File: src/hw/bsctp_pkg.sv
// Package for the boundary-scan test port: TAP states, instruction codes, chain sizes
package bsctp_pkg;

    // TAP controller states
    typedef enum logic [3:0] {
        ST_RESET    = 4'h0,
        ST_IDLE     = 4'h1,
        ST_SEL_DR   = 4'h2,
        ST_CAP_DR   = 4'h3,
        ST_SHIFT_DR = 4'h4,
        ST_EXIT1_DR = 4'h5,
        ST_PAUSE_DR = 4'h6,
        ST_EXIT2_DR = 4'h7,
        ST_UPD_DR   = 4'h8,
        ST_SEL_IR   = 4'h9,
        ST_CAP_IR   = 4'ha,
        ST_SHIFT_IR = 4'hb,
        ST_EXIT1_IR = 4'hc,
        ST_PAUSE_IR = 4'hd,
        ST_EXIT2_IR = 4'he,
        ST_UPD_IR   = 4'hf
    } bsctp_state_t;

    // Instruction register width and codes
    localparam int          IR_W        = 3;
    localparam logic [2:0]  IR_RESET    = 3'h7;
    localparam logic [2:0]  IR_CAPTURE  = 3'h1;
    localparam int          BSR_LEN     = 118;

    // Pin-side signals of the boundary chain
    typedef struct packed {
        logic [BSR_LEN-1:0] data;
    } bsctp_pins_t;

    // Instruction decode classes
    typedef enum logic [1:0] {
        OP_EXTEST = 2'h0,
        OP_SAMPLE = 2'h1,
        OP_BYPASS = 2'h2
    } bsctp_op_t;

endpackage : bsctp_pkg

File: src/hw/bsctp_top.sv
// Boundary-scan test access port: TAP controller, instruction, bypass and boundary registers
//
// Operation
// - Implements standard boundary-scan architecture and TAP state machine.
// - Test clock independent of the system clock; scan never disturbs core.
// - Mode-select sampled on each rising test-clock edge to advance TAP.
// - Serial data input sampled on rising test-clock edge.
// - Undriven mode-select and data inputs read as one.
// - Input bits go into instruction or selected data register per state.
// - Data output shifts selected register serially, changing on falling edges.
// - Data output tristated when nothing is shifted.
// - Test reset resets TAP, instruction register and output enable; data registers keep their contents.
// - Instruction register loaded serially during shift-IR state.
// - Documented two-bit width reconciled by using three-bit instruction register.
// - Current instruction selects the data register on the scan path.
// - Codes 000-001 extest, 010-101 sample/preload, 110-111 bypass.
// - Bypass register is a single stage between data input and output.
// - Boundary register is a chain of 118 cells.
// - Boundary cell 0 is first bit shifted out.
// - Three-state control cells enable their drivers when holding one.
`timescale 1ns/10ps
module bsctp_top #(
    parameter int BSR_LEN = bsctp_pkg::BSR_LEN
) (
    // System clock and reset
    input  wire logic               i_clk_sys,
    input  wire logic               i_rst_n,
    // Test port pins, asynchronous to i_clk_sys
    input  wire logic               i_tck,
    input  wire logic               i_tms,
    input  wire logic               i_tms_oe_n,
    input  wire logic               i_tdi,
    input  wire logic               i_tdi_oe_n,
    input  wire logic               i_trst_n,
    output logic                    o_tdo,
    output logic                    o_tdo_oe_n,
    // Core and pin side of the boundary chain
    input  wire logic [BSR_LEN-1:0] i_core_out,
    input  wire logic [BSR_LEN-1:0] i_pin_in,
    output logic      [BSR_LEN-1:0] o_pin_out,
    output logic                    o_extest
);

    // Two-flop synchronisers for all scan pins; pull-ups applied after the second flop
    logic [5:0] sync1;
    logic [5:0] sync2;
    logic       tck_d;
    always_ff @(posedge i_clk_sys or negedge i_rst_n) begin
        if (!i_rst_n) begin
            sync1 <= 6'h3f;
            sync2 <= 6'h3f;
            // Idle-high value, so no false test-clock edge follows reset
            tck_d <= 1'b1;
        end else begin
            sync1 <= {i_tck, i_tms, i_tms_oe_n, i_tdi, i_tdi_oe_n, i_trst_n};
            sync2 <= sync1;
            tck_d <= sync2[5];
        end
    end

    logic tck_s;
    logic tms_s;
    logic tdi_s;
    logic trst_s_n;
    assign tck_s    = sync2[5];
    assign tms_s    = sync2[4] | sync2[3];
    assign tdi_s    = sync2[2] | sync2[1];
    assign trst_s_n = sync2[0];

    // Test-clock edges found as system-clock enables
    logic tck_rise;
    logic tck_fall;
    assign tck_rise = tck_s & ~tck_d;
    assign tck_fall = ~tck_s & tck_d;

    // Pin states pass two flops before capture; a pin moving during capture may read either level
    logic [BSR_LEN-1:0] pin_sync1;
    logic [BSR_LEN-1:0] pin_sync2;
    always_ff @(posedge i_clk_sys or negedge i_rst_n) begin
        if (!i_rst_n) begin
            pin_sync1 <= '0;
            pin_sync2 <= '0;
        end else begin
            pin_sync1 <= i_pin_in;
            pin_sync2 <= pin_sync1;
        end
    end

    // Instruction decode, used for path select and pin muxing
    function automatic bsctp_pkg::bsctp_op_t decode_op(input logic [bsctp_pkg::IR_W-1:0] code);
        if (code <= 3'h1) begin
            decode_op = bsctp_pkg::OP_EXTEST;
        end else if (code <= 3'h5) begin
            decode_op = bsctp_pkg::OP_SAMPLE;
        end else begin
            decode_op = bsctp_pkg::OP_BYPASS;
        end
    endfunction : decode_op

    bsctp_pkg::bsctp_state_t     state;
    bsctp_pkg::bsctp_state_t     next_state;
    // Three-bit instruction register so every decode code fits
    logic [bsctp_pkg::IR_W-1:0]  ir_shift;
    logic [bsctp_pkg::IR_W-1:0]  next_ir_shift;
    logic [bsctp_pkg::IR_W-1:0]  ir;
    logic [bsctp_pkg::IR_W-1:0]  next_ir;
    logic                        bypass;
    logic                        next_bypass;
    bsctp_pkg::bsctp_pins_t      bsr;
    bsctp_pkg::bsctp_pins_t      next_bsr;
    bsctp_pkg::bsctp_pins_t      upd;
    bsctp_pkg::bsctp_pins_t      next_upd;
    logic                        tdo;
    logic                        next_tdo;
    logic                        tdo_oe_n;
    logic                        next_tdo_oe_n;
    logic [BSR_LEN-1:0]          pin_out;
    logic [BSR_LEN-1:0]          next_pin_out;
    logic                        extest;
    logic                        next_extest;
    bsctp_pkg::bsctp_op_t        op;

    assign op = decode_op(ir);

    function automatic bsctp_pkg::bsctp_state_t tap_next(input bsctp_pkg::bsctp_state_t s, input logic tms);
        case (s)
            bsctp_pkg::ST_RESET:    tap_next = tms ? bsctp_pkg::ST_RESET   : bsctp_pkg::ST_IDLE;
            bsctp_pkg::ST_IDLE:     tap_next = tms ? bsctp_pkg::ST_SEL_DR  : bsctp_pkg::ST_IDLE;
            bsctp_pkg::ST_SEL_DR:   tap_next = tms ? bsctp_pkg::ST_SEL_IR  : bsctp_pkg::ST_CAP_DR;
            bsctp_pkg::ST_CAP_DR:   tap_next = tms ? bsctp_pkg::ST_EXIT1_DR : bsctp_pkg::ST_SHIFT_DR;
            bsctp_pkg::ST_SHIFT_DR: tap_next = tms ? bsctp_pkg::ST_EXIT1_DR : bsctp_pkg::ST_SHIFT_DR;
            bsctp_pkg::ST_EXIT1_DR: tap_next = tms ? bsctp_pkg::ST_UPD_DR  : bsctp_pkg::ST_PAUSE_DR;
            bsctp_pkg::ST_PAUSE_DR: tap_next = tms ? bsctp_pkg::ST_EXIT2_DR : bsctp_pkg::ST_PAUSE_DR;
            bsctp_pkg::ST_EXIT2_DR: tap_next = tms ? bsctp_pkg::ST_UPD_DR  : bsctp_pkg::ST_SHIFT_DR;
            bsctp_pkg::ST_UPD_DR:   tap_next = tms ? bsctp_pkg::ST_SEL_DR  : bsctp_pkg::ST_IDLE;
            bsctp_pkg::ST_SEL_IR:   tap_next = tms ? bsctp_pkg::ST_RESET   : bsctp_pkg::ST_CAP_IR;
            bsctp_pkg::ST_CAP_IR:   tap_next = tms ? bsctp_pkg::ST_EXIT1_IR : bsctp_pkg::ST_SHIFT_IR;
            bsctp_pkg::ST_SHIFT_IR: tap_next = tms ? bsctp_pkg::ST_EXIT1_IR : bsctp_pkg::ST_SHIFT_IR;
            bsctp_pkg::ST_EXIT1_IR: tap_next = tms ? bsctp_pkg::ST_UPD_IR  : bsctp_pkg::ST_PAUSE_IR;
            bsctp_pkg::ST_PAUSE_IR: tap_next = tms ? bsctp_pkg::ST_EXIT2_IR : bsctp_pkg::ST_PAUSE_IR;
            bsctp_pkg::ST_EXIT2_IR: tap_next = tms ? bsctp_pkg::ST_UPD_IR  : bsctp_pkg::ST_SHIFT_IR;
            bsctp_pkg::ST_UPD_IR:   tap_next = tms ? bsctp_pkg::ST_SEL_DR  : bsctp_pkg::ST_IDLE;
            default:                tap_next = bsctp_pkg::ST_RESET;
        endcase
    endfunction : tap_next

    always_comb begin
        next_state    = state;
        next_ir_shift = ir_shift;
        next_ir       = ir;
        next_bypass   = bypass;
        next_bsr      = bsr;
        next_upd      = upd;
        next_tdo      = tdo;
        next_tdo_oe_n = tdo_oe_n;
        if (!trst_s_n) begin
            // Test reset restores TAP reset state and bypass instruction
            next_state    = bsctp_pkg::ST_RESET;
            next_ir       = bsctp_pkg::IR_RESET;
            next_tdo_oe_n = 1'b1;
        end else if (tck_rise) begin
            next_state = tap_next(state, tms_s);
            case (state)
                bsctp_pkg::ST_RESET: begin
                    next_ir = bsctp_pkg::IR_RESET;
                end
                bsctp_pkg::ST_CAP_IR: begin
                    next_ir_shift = bsctp_pkg::IR_CAPTURE;
                end
                bsctp_pkg::ST_SHIFT_IR: begin
                    next_ir_shift = {tdi_s, ir_shift[bsctp_pkg::IR_W-1:1]};
                end
                bsctp_pkg::ST_UPD_IR: begin
                    next_ir = ir_shift;
                end
                bsctp_pkg::ST_CAP_DR: begin
                    // Capture pin states (bypass stage loads zero), no effect on operation
                    if (op == bsctp_pkg::OP_BYPASS) begin
                        next_bypass = 1'b0;
                    end else begin
                        next_bsr.data = pin_sync2;
                    end
                end
                // Data in sampled on rising edge
                bsctp_pkg::ST_SHIFT_DR: begin
                    if (op == bsctp_pkg::OP_BYPASS) begin
                        next_bypass = tdi_s;
                    end else begin
                        next_bsr.data = {tdi_s, bsr.data[BSR_LEN-1:1]};
                    end
                end
                bsctp_pkg::ST_UPD_DR: begin
                    if (op != bsctp_pkg::OP_BYPASS) begin
                        next_upd = bsr;
                    end
                end
                default: begin
                end
            endcase
        end else if (tck_fall) begin
            if (state == bsctp_pkg::ST_SHIFT_IR) begin
                next_tdo      = ir_shift[0];
                next_tdo_oe_n = 1'b0;
            end else if (state == bsctp_pkg::ST_SHIFT_DR) begin
                next_tdo      = (op == bsctp_pkg::OP_BYPASS) ? bypass : bsr.data[0];
                next_tdo_oe_n = 1'b0;
            end else begin
                next_tdo_oe_n = 1'b1;
            end
        end
    end

    // Extest drives pins from update latches, otherwise core passes through
    always_comb begin
        next_extest  = (op == bsctp_pkg::OP_EXTEST);
        next_pin_out = next_extest ? upd.data : i_core_out;
    end

    always_ff @(posedge i_clk_sys or negedge i_rst_n) begin
        if (!i_rst_n) begin
            state    <= bsctp_pkg::ST_RESET;
            ir_shift <= '0;
            ir       <= bsctp_pkg::IR_RESET;
            bypass   <= 1'b0;
            bsr      <= '0;
            upd      <= '0;
            tdo      <= 1'b1;
            tdo_oe_n <= 1'b1;
            pin_out  <= '0;
            extest   <= 1'b0;
        end else begin
            state    <= next_state;
            ir_shift <= next_ir_shift;
            ir       <= next_ir;
            bypass   <= next_bypass;
            bsr      <= next_bsr;
            upd      <= next_upd;
            tdo      <= next_tdo;
            tdo_oe_n <= next_tdo_oe_n;
            pin_out  <= next_pin_out;
            extest   <= next_extest;
        end
    end

    // Three-state control cells are active high, carried as-is to the pad enables
    assign o_pin_out  = pin_out;
    assign o_extest   = extest;
    assign o_tdo      = tdo;
    assign o_tdo_oe_n = tdo_oe_n;

    // Assertions
    a_trst_resets_tap: assert property (@(posedge i_clk_sys) disable iff (!i_rst_n)
        !trst_s_n |=> state == bsctp_pkg::ST_RESET)
        else $error("test reset did not reset TAP");
    a_tms_high_reset: assert property (@(posedge i_clk_sys) disable iff (!i_rst_n)
        (trst_s_n && tck_rise && tms_s && state == bsctp_pkg::ST_SEL_IR) |=> state == bsctp_pkg::ST_RESET)
        else $error("TAP did not enter reset");
    a_tap_hold: assert property (@(posedge i_clk_sys) disable iff (!i_rst_n)
        (trst_s_n && !tck_rise) |=> state == $past(state))
        else $error("TAP moved without rising test clock");
    a_tdo_tristate: assert property (@(posedge i_clk_sys) disable iff (!i_rst_n)
        (trst_s_n && tck_fall && state != bsctp_pkg::ST_SHIFT_DR && state != bsctp_pkg::ST_SHIFT_IR)
        |=> tdo_oe_n)
        else $error("data output driven outside shift");
    a_tdo_fall_only: assert property (@(posedge i_clk_sys) disable iff (!i_rst_n)
        (trst_s_n && !tck_fall) |=> $stable(tdo))
        else $error("data output changed off falling edge");
    a_ir_shift_in: assert property (@(posedge i_clk_sys) disable iff (!i_rst_n)
        (trst_s_n && tck_rise && state == bsctp_pkg::ST_SHIFT_IR) |=> ir_shift[bsctp_pkg::IR_W-1] == $past(tdi_s))
        else $error("instruction bit not shifted in");
    a_bypass_shift: assert property (@(posedge i_clk_sys) disable iff (!i_rst_n)
        (trst_s_n && tck_rise && state == bsctp_pkg::ST_SHIFT_DR && op == bsctp_pkg::OP_BYPASS)
        |=> bypass == $past(tdi_s))
        else $error("bypass stage wrong");
    a_cell0_first: assert property (@(posedge i_clk_sys) disable iff (!i_rst_n)
        (trst_s_n && tck_fall && state == bsctp_pkg::ST_SHIFT_DR && op != bsctp_pkg::OP_BYPASS)
        |=> tdo == $past(bsr.data[0]))
        else $error("boundary cell 0 not shifted out");
    a_extest_pins: assert property (@(posedge i_clk_sys) disable iff (!i_rst_n)
        (op == bsctp_pkg::OP_EXTEST) |=> o_pin_out == $past(upd.data))
        else $error("extest pins not from update latches");

    // Instruction path and test-reset output disable
    a_cap_ir_load: assert property (@(posedge i_clk_sys) disable iff (!i_rst_n)
        (trst_s_n && tck_rise && state == bsctp_pkg::ST_CAP_IR) |=> ir_shift == bsctp_pkg::IR_CAPTURE)
        else $error("instruction capture value not loaded");
    a_upd_ir_load: assert property (@(posedge i_clk_sys) disable iff (!i_rst_n)
        (trst_s_n && tck_rise && state == bsctp_pkg::ST_UPD_IR) |=> ir == $past(ir_shift))
        else $error("instruction not updated from shift stage");
    a_logic_reset_ir: assert property (@(posedge i_clk_sys) disable iff (!i_rst_n)
        (trst_s_n && tck_rise && state == bsctp_pkg::ST_RESET) |=> ir == bsctp_pkg::IR_RESET)
        else $error("logic reset did not restore bypass instruction");
    a_ir_hold: assert property (@(posedge i_clk_sys) disable iff (!i_rst_n)
        (trst_s_n && !(tck_rise && (state == bsctp_pkg::ST_UPD_IR || state == bsctp_pkg::ST_RESET)))
        |=> $stable(ir))
        else $error("instruction changed outside update");
    a_trst_tristate: assert property (@(posedge i_clk_sys) disable iff (!i_rst_n)
        !trst_s_n |=> tdo_oe_n)
        else $error("test reset left data output driven");

    // Output path
    a_tdo_drive_shift: assert property (@(posedge i_clk_sys) disable iff (!i_rst_n)
        (trst_s_n && tck_fall && (state == bsctp_pkg::ST_SHIFT_DR || state == bsctp_pkg::ST_SHIFT_IR))
        |=> !tdo_oe_n)
        else $error("data output not driven in shift");
    a_ir_first_out: assert property (@(posedge i_clk_sys) disable iff (!i_rst_n)
        (trst_s_n && tck_fall && state == bsctp_pkg::ST_SHIFT_IR) |=> tdo == $past(ir_shift[0]))
        else $error("instruction stage not shifted out");
    a_bypass_out: assert property (@(posedge i_clk_sys) disable iff (!i_rst_n)
        (trst_s_n && tck_fall && state == bsctp_pkg::ST_SHIFT_DR && op == bsctp_pkg::OP_BYPASS)
        |=> tdo == $past(bypass))
        else $error("bypass stage not shifted out");

    // Data path and pins
    a_bsr_capture: assert property (@(posedge i_clk_sys) disable iff (!i_rst_n)
        (trst_s_n && tck_rise && state == bsctp_pkg::ST_CAP_DR && op != bsctp_pkg::OP_BYPASS)
        |=> bsr.data == $past(pin_sync2))
        else $error("pin states not captured");
    a_bsr_shift: assert property (@(posedge i_clk_sys) disable iff (!i_rst_n)
        (trst_s_n && tck_rise && state == bsctp_pkg::ST_SHIFT_DR && op != bsctp_pkg::OP_BYPASS)
        |=> bsr.data == {$past(tdi_s), $past(bsr.data[BSR_LEN-1:1])})
        else $error("boundary chain did not shift by one cell");
    a_upd_hold: assert property (@(posedge i_clk_sys) disable iff (!i_rst_n)
        !(trst_s_n && tck_rise && state == bsctp_pkg::ST_UPD_DR) |=> $stable(upd))
        else $error("update latches changed outside update");
    a_core_pass: assert property (@(posedge i_clk_sys) disable iff (!i_rst_n)
        (op != bsctp_pkg::OP_EXTEST) |=> o_pin_out == $past(i_core_out))
        else $error("core values not passed to pins");
    a_extest_flag: assert property (@(posedge i_clk_sys) disable iff (!i_rst_n)
        1'b1 |=> o_extest == ($past(op) == bsctp_pkg::OP_EXTEST))
        else $error("extest flag does not follow instruction");

endmodule : bsctp_top

File: config.mk
export PLATFORM = sky130hd
export DESIGN_NAME = bsctp_top
export DESIGN_NICKNAME = d
export VERILOG_FILES = /design/src/hw/bsctp_pkg.sv /design/src/hw/bsctp_top.sv
export SDC_FILE = /design/constraint.sdc
export NUM_CORES = 1
export LEC_CHECK = 0
export BUFFER_PORTS_ARGS = -buffer_cell sky130_fd_sc_hd__clkbuf_2
export CORE_UTILIZATION = 55
export CTS_CLUSTER_SIZE = 25
export DETAILED_ROUTE_END_ITERATION = 8
export PLACE_DENSITY_LB_ADDON = 0.08
export SYNTH_ARGS = -nofsm -noshare
export SYNTH_HDL_FRONTEND = slang
export SYNTH_SLANG_ARGS = --single-unit
File: constraint.sdc
create_clock -name i_clk_sys -period 2.5 [get_ports i_clk_sys]
set_clock_uncertainty 0.1 [all_clocks]
set_input_delay 0 -clock i_clk_sys [delete_from_list [all_inputs] [get_ports i_clk_sys]]
set_output_delay 0 -clock i_clk_sys [all_outputs]
set_load 0.03 [all_outputs]
==> reports/qor.csv, run 1 <==
stage,metric,value,unit
status,status,finished clean,
setup_path,CP Capture Type,flip-flop,
clock_tree,CTS Buf Count,59,
yosys,register bit count reported by yosys,616,
worst_hold_path,worst hold stages,3,
clock_tree,postcts setup bufs,0,
floorplanning,FP Rows,71,
placement,"Cell Area, Placed",23900,sq um
placement,Placer Congestion,0.781,
placement,port bufs,364,
power_and_ir_drop,leak pwr,13.9,nW
global_routing,Total Routing Usage GR,0.252,
yosys,asr flop ratio synth,1.00,
route,post-DR vias/cell,4.99,
timing,maximum clock rate,0.442,GHz
worst_hold_path,Min-Delay Path Class,in2reg,
power_and_ir_drop,Final Total Pwr,20.6,mW
route,DRC Markers,0,
yosys,Post-synth top flop,dfrtp_1,
cells_and_area,"commonest non-fill, non-tap cells in the layout","dfrtp_1 (599), dlygate4sd3_1 (368), clkbuf_2 (363)",
setup_path,reg2reg path depth,5,
timing,Final Hold Fails,0,
route,final WL,48300,um
cells_and_area,"most common cell after layout, fill and taps aside",dfrtp_1,
floorplanning,Ports,365,
timing,Final Setup Violations,0,
yosys,"EDFF count, synth",0,
timing,Worst-Margin Slew,0.565,ns
global_routing,GR Overflow Total,0,
timing,hold slack,0.0712,ns
power_and_ir_drop,Clock power frac,0.426,
yosys,"Cell Area, Synth",21200,sq um
timing,Slew headroom,0.614,
setup_path,Worst Setup EP,bsr[77],
yosys,Avg Inst Size Synth,15.6,sq um
yosys,Post-Syn Instances,1365,
global_routing,vias in the first global route,14400,
clock_tree,CTS tree,yes,
power_and_ir_drop,PwrDens,696,nW/um^2
route,vias,13400,
cells_and_area,fraction of layout cells with a size suffix above 1,0.349,
timing,fin. max-slew vios,0,
cells_and_area,Final Cell Area,29600,sq um
power_and_ir_drop,part of the power in combinational logic,0.070,
yosys,sequential-to-total area share from yosys stat,0.727,
power_and_ir_drop,switching share of power,0.214,
floorplanning,Die Width,198,um
timing,fin crit share,0.904,
timing,post-route setup TNS,0,ns
setup_path,Crit path required time,2.91,ns
floorplanning,core footprint,37800,sq um
global_routing,initial antenna violation count,8,
clock_tree,worst skew pair latency,0.60,ns
clock_tree,Longest Clk Path Bufs,3,
setup_path,CP startpoint kind,flip-flop,
setup_path,Worst R2R End,bsr[77],
global_routing,largest net degree at the start of global routing,129,
route,antenna-violating nets left,0,
setup_path,CP Class,reg2reg,
timing,RSZ-0062 raised after global routing,no,
route,routed length per instance,17.9,um
yosys,yosys warns,0,
power_and_ir_drop,P_int,16.2,mW
floorplanning,die area,39400,sq um
clock_tree,Clock transition at path regs,0.06,ns
clock_tree,clk root buf,clkbuf_16,
route,Pre-Repair DR Iteration Count,6,
cells_and_area,fin util,0.781,
power_and_ir_drop,peak supply drop,0.553,mV
timing,min Tclk post-route,2.26,ns
setup_path,Critical Path Source,state[0],
cells_and_area,Area growth syn-to-layout,39.3,%
yosys,Yosys cell types,44,
global_routing,first-pass GRT wire length,76000,um
floorplanning,Die Height,198,um
setup_path,FF-to-FF Start,state[0],
power_and_ir_drop,switching power,4.41,mW
clock_tree,H-tree level count,2,
setup_path,Worst R2R Setup Slack,0.24,ns
yosys,"Net Count, Synth",1609,
placement,detailed placement HPWL,26800,um
clock_tree,Clock Sink Count,616,
route,DRT iter0 DRCs,505,
setup_path,crit-path max FO,128,
power_and_ir_drop,Seq pwr share,0.504,
flow_run,Max-cap violations,0,
cells_and_area,fin nets,2375,
floorplanning,initial core utilization,0.561,
setup_path,Arrival @ worst endpoint,2.67,ns
clock_tree,"Gates resized, CTS repair",0,
[cell usage after synthesis, drive strengths merged, types with 2 or more instances]
library cell	number	area, sq um
a21oi	123	616
dfrtp	599	15000
nand2	10	37.5
nor3	2	10.0
nand4b	2	17.5
clkbuf	24	90.1
nor2b	5	31.3
dfstp	17	447
mux2i	119	1190
inv	2	7.51
o21ai	13	65.1
buf	50	298
mux2	238	2680
nand2b	3	18.8
nand3	3	15.0
a2111oi	2	23.8
o211ai	2	15.0
nand3b	2	15.0
o21a	4	30.0
a31oi	3	18.8
nor2	123	462
nand4	2	12.5
[layout make-up]
class | instances | area, sq um
inverters | 2 | 7.51
well taps | 511 | 639
clock inverters | 15 | 185
multi-input cells | 673 | 5430
fillers | 2211 | 8270
repair buffers | 779 | 6120
clock buffers | 90 | 1730
diodes | 8 | 20.0
flip-flops and latches | 616 | 15400
[state kept, by name, indices dropped and copies added (netlist names)]
| register | cells |
|---|---|
| pin_sync2 | 118 |
| upd | 118 |
| sync2 | 6 |
| bsr | 118 |
| tck_d | 1 |
| pin_sync1 | 118 |
| ir_shift | 3 |
| o_tdo_oe_n | 1 |
| state | 4 |
| o_pin_out | 118 |
| o_tdo | 1 |
| o_extest | 1 |
| sync1 | 6 |
| bypass | 1 |
| ir | 2 |
[worst min path at each step]
stage / startpoint / to / slack, ns
after CTS: i_core_out[19] / o_pin_out[19] / 0.03
after floorplan: i_rst_n / bsr[0] / -0.40
after global routing: i_core_out[76] / o_pin_out[76] / 0.06
final: i_core_out[8] / o_pin_out[8] / 0.07
after detailed placement: i_rst_n / o_pin_out[92] / -0.11
after global placement: i_rst_n / o_pin_out[92] / -0.12
[logic make-up (layout without fill, tap and decap cells)]
kind of cell | count (synthesis) | in the layout | share of synthesized area
DFF | 616 | 616 | 0.727
AOI/OAI and AO/OA | 156 | 156 | 0.0398
and+or+nand+nor | 160 | 160 | 0.0323
other | 0 | 8 | 0
buffers and inverters | 76 | 886 | 0.0186
muxes | 357 | 357 | 0.182
[repair_timing]
action,CTS,global route
hold buffers,369,0
endpoints found under the setup margin,0,0
hold endpoints to repair,830,0
[worst max-delay path, cell delays in order (launching register included)]
cell and delay, ns:
dfrtp_1 0.40, or3b_1 0.41, a2111oi_4 0.46, buf_12 0.44
nor2_1 0.11, a21oi_1 0.17
[power groups by stage]
stage,Sequential (mW),Clock (mW),Combinational (mW)
global route,10.4,9.37,1.55
detailed placement,10.6,0,0.955
global placement,10.5,0,0.943
finish,10.4,8.78,1.43
floorplan,10.7,0,0.167
CTS,10.4,8.93,1.42
[layer usage]
| metal | wire length [um] | up-vias | share of wire | global-route usage |
|---|---|---|---|---|
| li1 | - | 6249 | - | - |
| met1 | 20000 | 6758 | 0.41 | 0.319 |
| met2 | 24700 | 335 | 0.51 | 0.437 |
| met3 | 2320 | 94 | 0.048 | 0.0536 |
| met4 | 1270 | 2 | 0.026 | 0.0795 |
| met5 | 10 | - | 0.00021 | 0 |
[stage by stage]
step	std cells	worst slack (ns)
4_1_cts	2686	0.255
3_5_place_dp	2212	0.303
2_1_floorplan	1365	0.412
3_3_place_gp	2212	0.382
6_report	2694	0.239
5_1_grt	2691	0.114
No activity file was read; power rests on OpenSTA's default activity.
==> inputs of run 2 (changes only) <==
- CORE_UTILIZATION: 55 -> 50
==> run 2 against run 1 <==
Clock power rose by 3.1%. Setup slack better by 0.090 ns. Sequential cell count unchanged. Critical path type unchanged.
==> reports/qor.csv, run 2 (synthesis results as in run 1) <==
stage,metric,value,unit
status,status,finished clean,
global_routing,Total Routing Usage GR,0.219,
worst_hold_path,Min-Delay Path Class,in2reg,
floorplanning,FP Rows,75,
power_and_ir_drop,Seq pwr share,0.498,
cells_and_area,Area growth syn-to-layout,39.3,%
route,post-DR vias/cell,4.91,
placement,detailed placement HPWL,26700,um
cells_and_area,"commonest non-fill, non-tap cells in the layout","dfrtp_1 (599), dlygate4sd3_1 (368), clkbuf_2 (363)",
cells_and_area,"most common cell after layout, fill and taps aside",dfrtp_1,
setup_path,Crit path required time,2.91,ns
power_and_ir_drop,switching share of power,0.211,
setup_path,max incr delay on CP,0.45,ns
cells_and_area,filler instances,2848,
timing,Slew headroom,0.548,
setup_path,Worst Path Buf+Inv,1,
global_routing,largest net degree at the start of global routing,115,
route,final WL,45800,um
timing,min Tclk post-route,2.17,ns
global_routing,first-pass GRT wire length,75100,um
clock_tree,Clock transition at path regs,0.06,ns
clock_tree,CTS tree,yes,
flow_run,Max-cap violations,0,
power_and_ir_drop,leak pwr,13.9,nW
global_routing,GR Overflow Total,0,
setup_path,crit-path max FO,114,
cells_and_area,fin nets,2366,
power_and_ir_drop,peak supply drop,0.561,mV
floorplanning,core footprint,41900,sq um
cells_and_area,fraction of layout cells with a size suffix above 1,0.347,
clock_tree,CTS Buf Count,60,
route,DRC Markers,0,
clock_tree,Longest Clk Path Bufs,3,
placement,pre-CTS setup slack,0.322,ns
route,routed length per instance,16.9,um
route,antenna-violating nets left,0,
cells_and_area,fin util,0.705,
floorplanning,initial core utilization,0.506,
clock_tree,Clock Sink Count,616,
timing,PnR worst setup slack,0.329,ns
floorplanning,Die Width,208,um
power_and_ir_drop,PwrDens,704,nW/um^2
setup_path,CP max-delay cell,a2111oi_4,
setup_path,CP Capture Type,flip-flop,
setup_path,Worst R2R Setup Slack,0.33,ns
timing,fin crit share,0.868,
power_and_ir_drop,P_int,16.4,mW
timing,post-route setup TNS,0,ns
setup_path,Arrival @ worst endpoint,2.58,ns
power_and_ir_drop,switching power,4.39,mW
power_and_ir_drop,Clock power frac,0.434,
clock_tree,H-tree level count,2,
route,vias,13300,
power_and_ir_drop,part of the power in combinational logic,0.068,
timing,RSZ-0062 raised after global routing,no,
timing,fin. max-slew vios,0,
clock_tree,"Gates resized, CTS repair",0,
setup_path,CP Class,reg2reg,
floorplanning,die area,43300,sq um
timing,Final Setup Violations,0,
clock_tree,worst skew pair latency,0.60,ns
cells_and_area,register cell area after layout,15400,sq um
cells_and_area,multi-input logic area,5430,sq um
global_routing,vias in the first global route,14400,
timing,Final Hold Fails,0,
global_routing,initial antenna violation count,6,
placement,port bufs,364,
floorplanning,Ports,365,
setup_path,crit path cell chain,or3b_1 -> a2111oi_4 -> buf_12 -> nor2_1 -> a21oi_1,
timing,maximum clock rate,0.461,GHz
timing,Worst-Margin Slew,0.678,ns
placement,Placer Congestion,0.797,
setup_path,"delay-heaviest family, CP",compound AO/OA/AOI/OAI gates,
floorplanning,Die Height,208,um
route,Pre-Repair DR Iteration Count,4,
clock_tree,clk root buf,clkbuf_16,
route,DRT iter0 DRCs,704,
setup_path,CP startpoint kind,flip-flop,
run 2: cell types whose count changed in the layout (fill, tap and decap cells not counted):
cell        delta
buf_4          -7
diode_2        -5
clkbuf_8       +4
buf_12         -3
clkbuf_1       +3
clkbuf_16      +2
clkinv_2       -1
clkinvlp_4     -1
run 2: final cells by class:
| class | count | area share |
|---|---|---|
| clock inverters | 13 | 0.00584 |
| flip-flops and latches | 616 | 0.522 |
| clock buffers | 99 | 0.0625 |
| well taps | 539 | 0.0228 |
| repair buffers | 769 | 0.203 |
| multi-input cells | 673 | 0.184 |
| diodes | 3 | 0.000254 |
| inverters | 2 | 0.000254 |
run 2: per-stage QoR:
step,power [mW],instances,instance area [sq um],hold slack [ns]
floorplan,10.9,1365,21200,-0.396
global placement,11.5,2231,23900,-0.0622
detailed placement,11.5,2231,23900,-0.0690
CTS,21.1,2711,29600,0.0220
global route,21.6,2714,29600,0.0494
finish,20.8,2714,29600,0.0634
run 2: path summary, 6_finish.rpt:
path                                startpoint       endpoint  depth (start not counted)
worst max register to register        state[2]        bsr[91]                          5
worst max-delay path                  state[2]        bsr[91]                          5
min in group asynchronous              i_rst_n        upd[92]                          3
max in group asynchronous              i_rst_n  pin_sync2[68]                          4
worst min-delay path            i_core_out[55]  o_pin_out[55]                          3
worst min register to register   pin_sync1[85]  pin_sync2[85]                          0
run 2: worst min-delay path, delay by kind of cell:
family / cells / cell delay (ns)
buffers and inverters: 2 / 0.61
multiplexers: 1 / 0.13
run 2: power by group through the flow:
stage	Sequential [mW]	Combinational, mW	Clock, mW
floorplan	10.7	0.167	0
global placement	10.5	0.937	0
detailed placement	10.5	0.946	0
CTS	10.4	1.41	9.28
global route	10.4	1.53	9.66
finish	10.4	1.41	9.05
run 2: timing repair:
item / CTS / global route
endpoints found under the hold margin: 811 / 0
setup buffers: 0 / 0
hold buffers: 368 / 0
endpoints found under the setup margin: 0 / 0
run 2: routing by layer:
layer,track usage,share of wire,vias to the layer above
met3,0.0397,0.043,95
met1,0.284,0.43,6696
met2,0.369,0.50,311
met5,0,0.00098,-
li1,-,-,6228
met4,0.0845,0.030,6
==> inputs of run 3 (changes only) <==
--- a/config.mk
+++ b/config.mk
@@ -8,2 +8,3 @@
 export BUFFER_PORTS_ARGS = -buffer_cell sky130_fd_sc_hd__clkbuf_2
+export CORE_ASPECT_RATIO = 0.6
 export CORE_UTILIZATION = 50
==> constraint.sdc (replaced) <==
create_clock -name i_clk_sys -period 2.05 [get_ports i_clk_sys]
set_clock_uncertainty 0.1 [all_clocks]
set_input_delay 0.3075 -clock i_clk_sys [delete_from_list [all_inputs] [get_ports i_clk_sys]]
set_output_delay 0.3075 -clock i_clk_sys [all_outputs]
set_load 0.03 [all_outputs]
==> run 3 against run 2 <==
The run now ends with setup timing left. Critical path depth increased by 2. First-iteration DRC count decreased by 6.1%. Sequential cell count unchanged. Critical endpoint is now bsr[4]. Register-to-register slack got worse by 0.36 ns.
==> reports/qor.csv, run 3 (synthesis results as in run 1) <==
stage,metric,value,unit
global_routing,GR Overflow Total,0,
power_and_ir_drop,Final Total Pwr,24.8,mW
setup_path,max incr delay on CP,0.42,ns
clock_tree,Clock Sink Count,616,
setup_path,Worst Path Buf+Inv,3,
status,failing checks,setup timing,
timing,RSZ-0062 raised after global routing,yes,
setup_path,reg2reg path depth,7,
setup_path,crit path cell chain,or3b_4 -> a2111oi_4 -> buf_6 -> buf_12 -> clkbuf_16 -> nor2_1 -> a21oi_1,
placement,port bufs,364,
global_routing,largest net degree at the start of global routing,88,
timing,PnR worst setup slack,-0.0318,ns
global_routing,initial antenna violation count,3,
route,final WL,44800,um
timing,Slew headroom,0.667,
floorplanning,core footprint,41900,sq um
timing,hold slack,0.120,ns
setup_path,Crit. path cell count,7,
clock_tree,Clock transition at path regs,0.07,ns
floorplanning,Die Height,162,um
floorplanning,Die Width,268,um
cells_and_area,fraction of layout cells with a size suffix above 1,0.382,
floorplanning,FP Rows,58,
placement,pre-CTS setup slack,-0.0114,ns
floorplanning,die area,43300,sq um
power_and_ir_drop,switching power,5.27,mW
power_and_ir_drop,PwrDens,863,nW/um^2
floorplanning,initial core utilization,0.507,
clock_tree,Longest Clk Path Bufs,3,
setup_path,crit-path max FO,20,
flow_run,Max-cap violations,0,
timing,fin. max-slew vios,0,
power_and_ir_drop,Clock power frac,0.429,
setup_path,Crit path required time,2.45,ns
floorplanning,Ports,365,
route,vias,12800,
global_routing,Total Routing Usage GR,0.207,
timing,Final Hold Fails,0,
setup_path,"delay-heaviest family, CP",buffers and inverters,
timing,min Tclk post-route,2.08,ns
power_and_ir_drop,part of the power in combinational logic,0.061,
placement,Placer Congestion,0.805,
cells_and_area,"commonest non-fill, non-tap cells in the layout","dfrtp_1 (599), clkbuf_2 (363), dlygate4sd3_1 (243)",
power_and_ir_drop,Seq pwr share,0.510,
cells_and_area,"most common cell after layout, fill and taps aside",dfrtp_1,
global_routing,first-pass GRT wire length,70400,um
placement,Placed Instances,2277,
global_routing,vias in the first global route,13200,
status,status,"complete, but fails checks",
cells_and_area,filler instances,2953,
timing,fin crit share,1.02,
setup_path,Arrival @ worst endpoint,2.48,ns
route,DRT iter0 DRCs,661,
clock_tree,worst skew pair latency,0.57,ns
placement,detailed placement HPWL,27400,um
power_and_ir_drop,peak supply drop,0.698,mV
route,Pre-Repair DR Iteration Count,4,
cells_and_area,fin nets,2262,
timing,Worst-Margin Slew,0.486,ns
route,antenna-violating nets left,0,
timing,Final Setup Violations,1,
setup_path,CP max-delay cell,dfrtp_1,
clock_tree,H-tree level count,2,
power_and_ir_drop,leak pwr,13.5,nW
setup_path,CP Capture Type,flip-flop,
route,DRC Markers,0,
setup_path,CP startpoint kind,flip-flop,
clock_tree,CTS tree,yes,
timing,maximum clock rate,0.480,GHz
power_and_ir_drop,P_int,19.5,mW
clock_tree,CTS Buf Count,54,
setup_path,CP Class,reg2reg,
timing,post-route setup TNS,-0.0318,ns
clock_tree,clk root buf,clkbuf_16,
route,routed length per instance,17.0,um
worst_hold_path,Min-Delay Path Class,in2async,
cells_and_area,Layout Cells excl Fill,2636,
power_and_ir_drop,switching share of power,0.212,
cells_and_area,Area growth syn-to-layout,35.4,%
route,post-DR vias/cell,4.87,
-- run 3: cell types whose count changed in the layout (fill, tap and decap cells not counted), sizes merged --
| cell | change |
|---|---|
| bufinv | +1 |
| inv | -2 |
| buf | +24 |
| clkinv | +5 |
| dlygate4sd3 | -125 |
| clkbuf | -12 |
-- run 3: repair_timing --
action / in CTS / in global routing
buffers inserted: 0 / 8
setup endpoints to repair: 5 / 227
resized for setup: 6 / 19
gates cloned: 1 / 3
pin swaps: 1 / 1
hold buffers: 243 / 0
endpoints found under the hold margin: 681 / 0
-- run 3: stage by stage --
stage	instance area, sq um	utilization
after floorplan	21200	-
after global placement	24100	0.576
after detailed placement	24100	0.576
after CTS	28500	0.680
after global routing	28700	0.686
final	28700	0.686
-- run 3: area by class of cell --
class                   count  area [sq um]  area share
flip-flops and latches    616         15400       0.537
multi-input cells         673          5470       0.190
repair buffers            671          5210       0.181
clock buffers              84          1680      0.0584
well taps                 570           713      0.0248
clock inverters            17           221     0.00770
inverters                   2          7.51    0.000261
diodes                      3          7.51    0.000261
-- run 3: final timing paths --
path / slack, ns / start / to
worst max-delay path: -0.03 / state[0] / bsr[4]
worst min register to register: 0.24 / pin_sync1[88] / pin_sync2[88]
worst max register to register: -0.03 / state[0] / bsr[4]
min in group i_clk_sys: 0.24 / pin_sync1[88] / pin_sync2[88]
max in group asynchronous: 0.91 / i_rst_n / o_pin_out[114]
worst min-delay path: 0.12 / i_rst_n / upd[75]
-- run 3: worst register-to-register path, stage by stage, from the launching register on --
cell	delay, ns
dfrtp_1	0.42
or3b_4	0.41
a2111oi_4	0.37
buf_6	0.22
buf_12	0.13
clkbuf_16	0.18
nor2_1	0.06
a21oi_1	0.11
-- run 3: layer usage --
metal  wire (um)  track usage
met5           0            0
met4         986       0.0577
met3        1690       0.0361
met2       21300        0.327
met1       20900        0.297
-- run 3: power groups by stage --
stage | Clock (mW) | Combinational (mW) | Sequential [mW]
5_1_grt | 11.4 | 1.66 | 12.7
4_1_cts | 10.9 | 1.54 | 12.6
3_5_place_dp | 0 | 1.16 | 12.9
6_report | 10.6 | 1.52 | 12.6
2_1_floorplan | 0 | 0.203 | 13.1
3_3_place_gp | 0 | 1.14 | 12.9
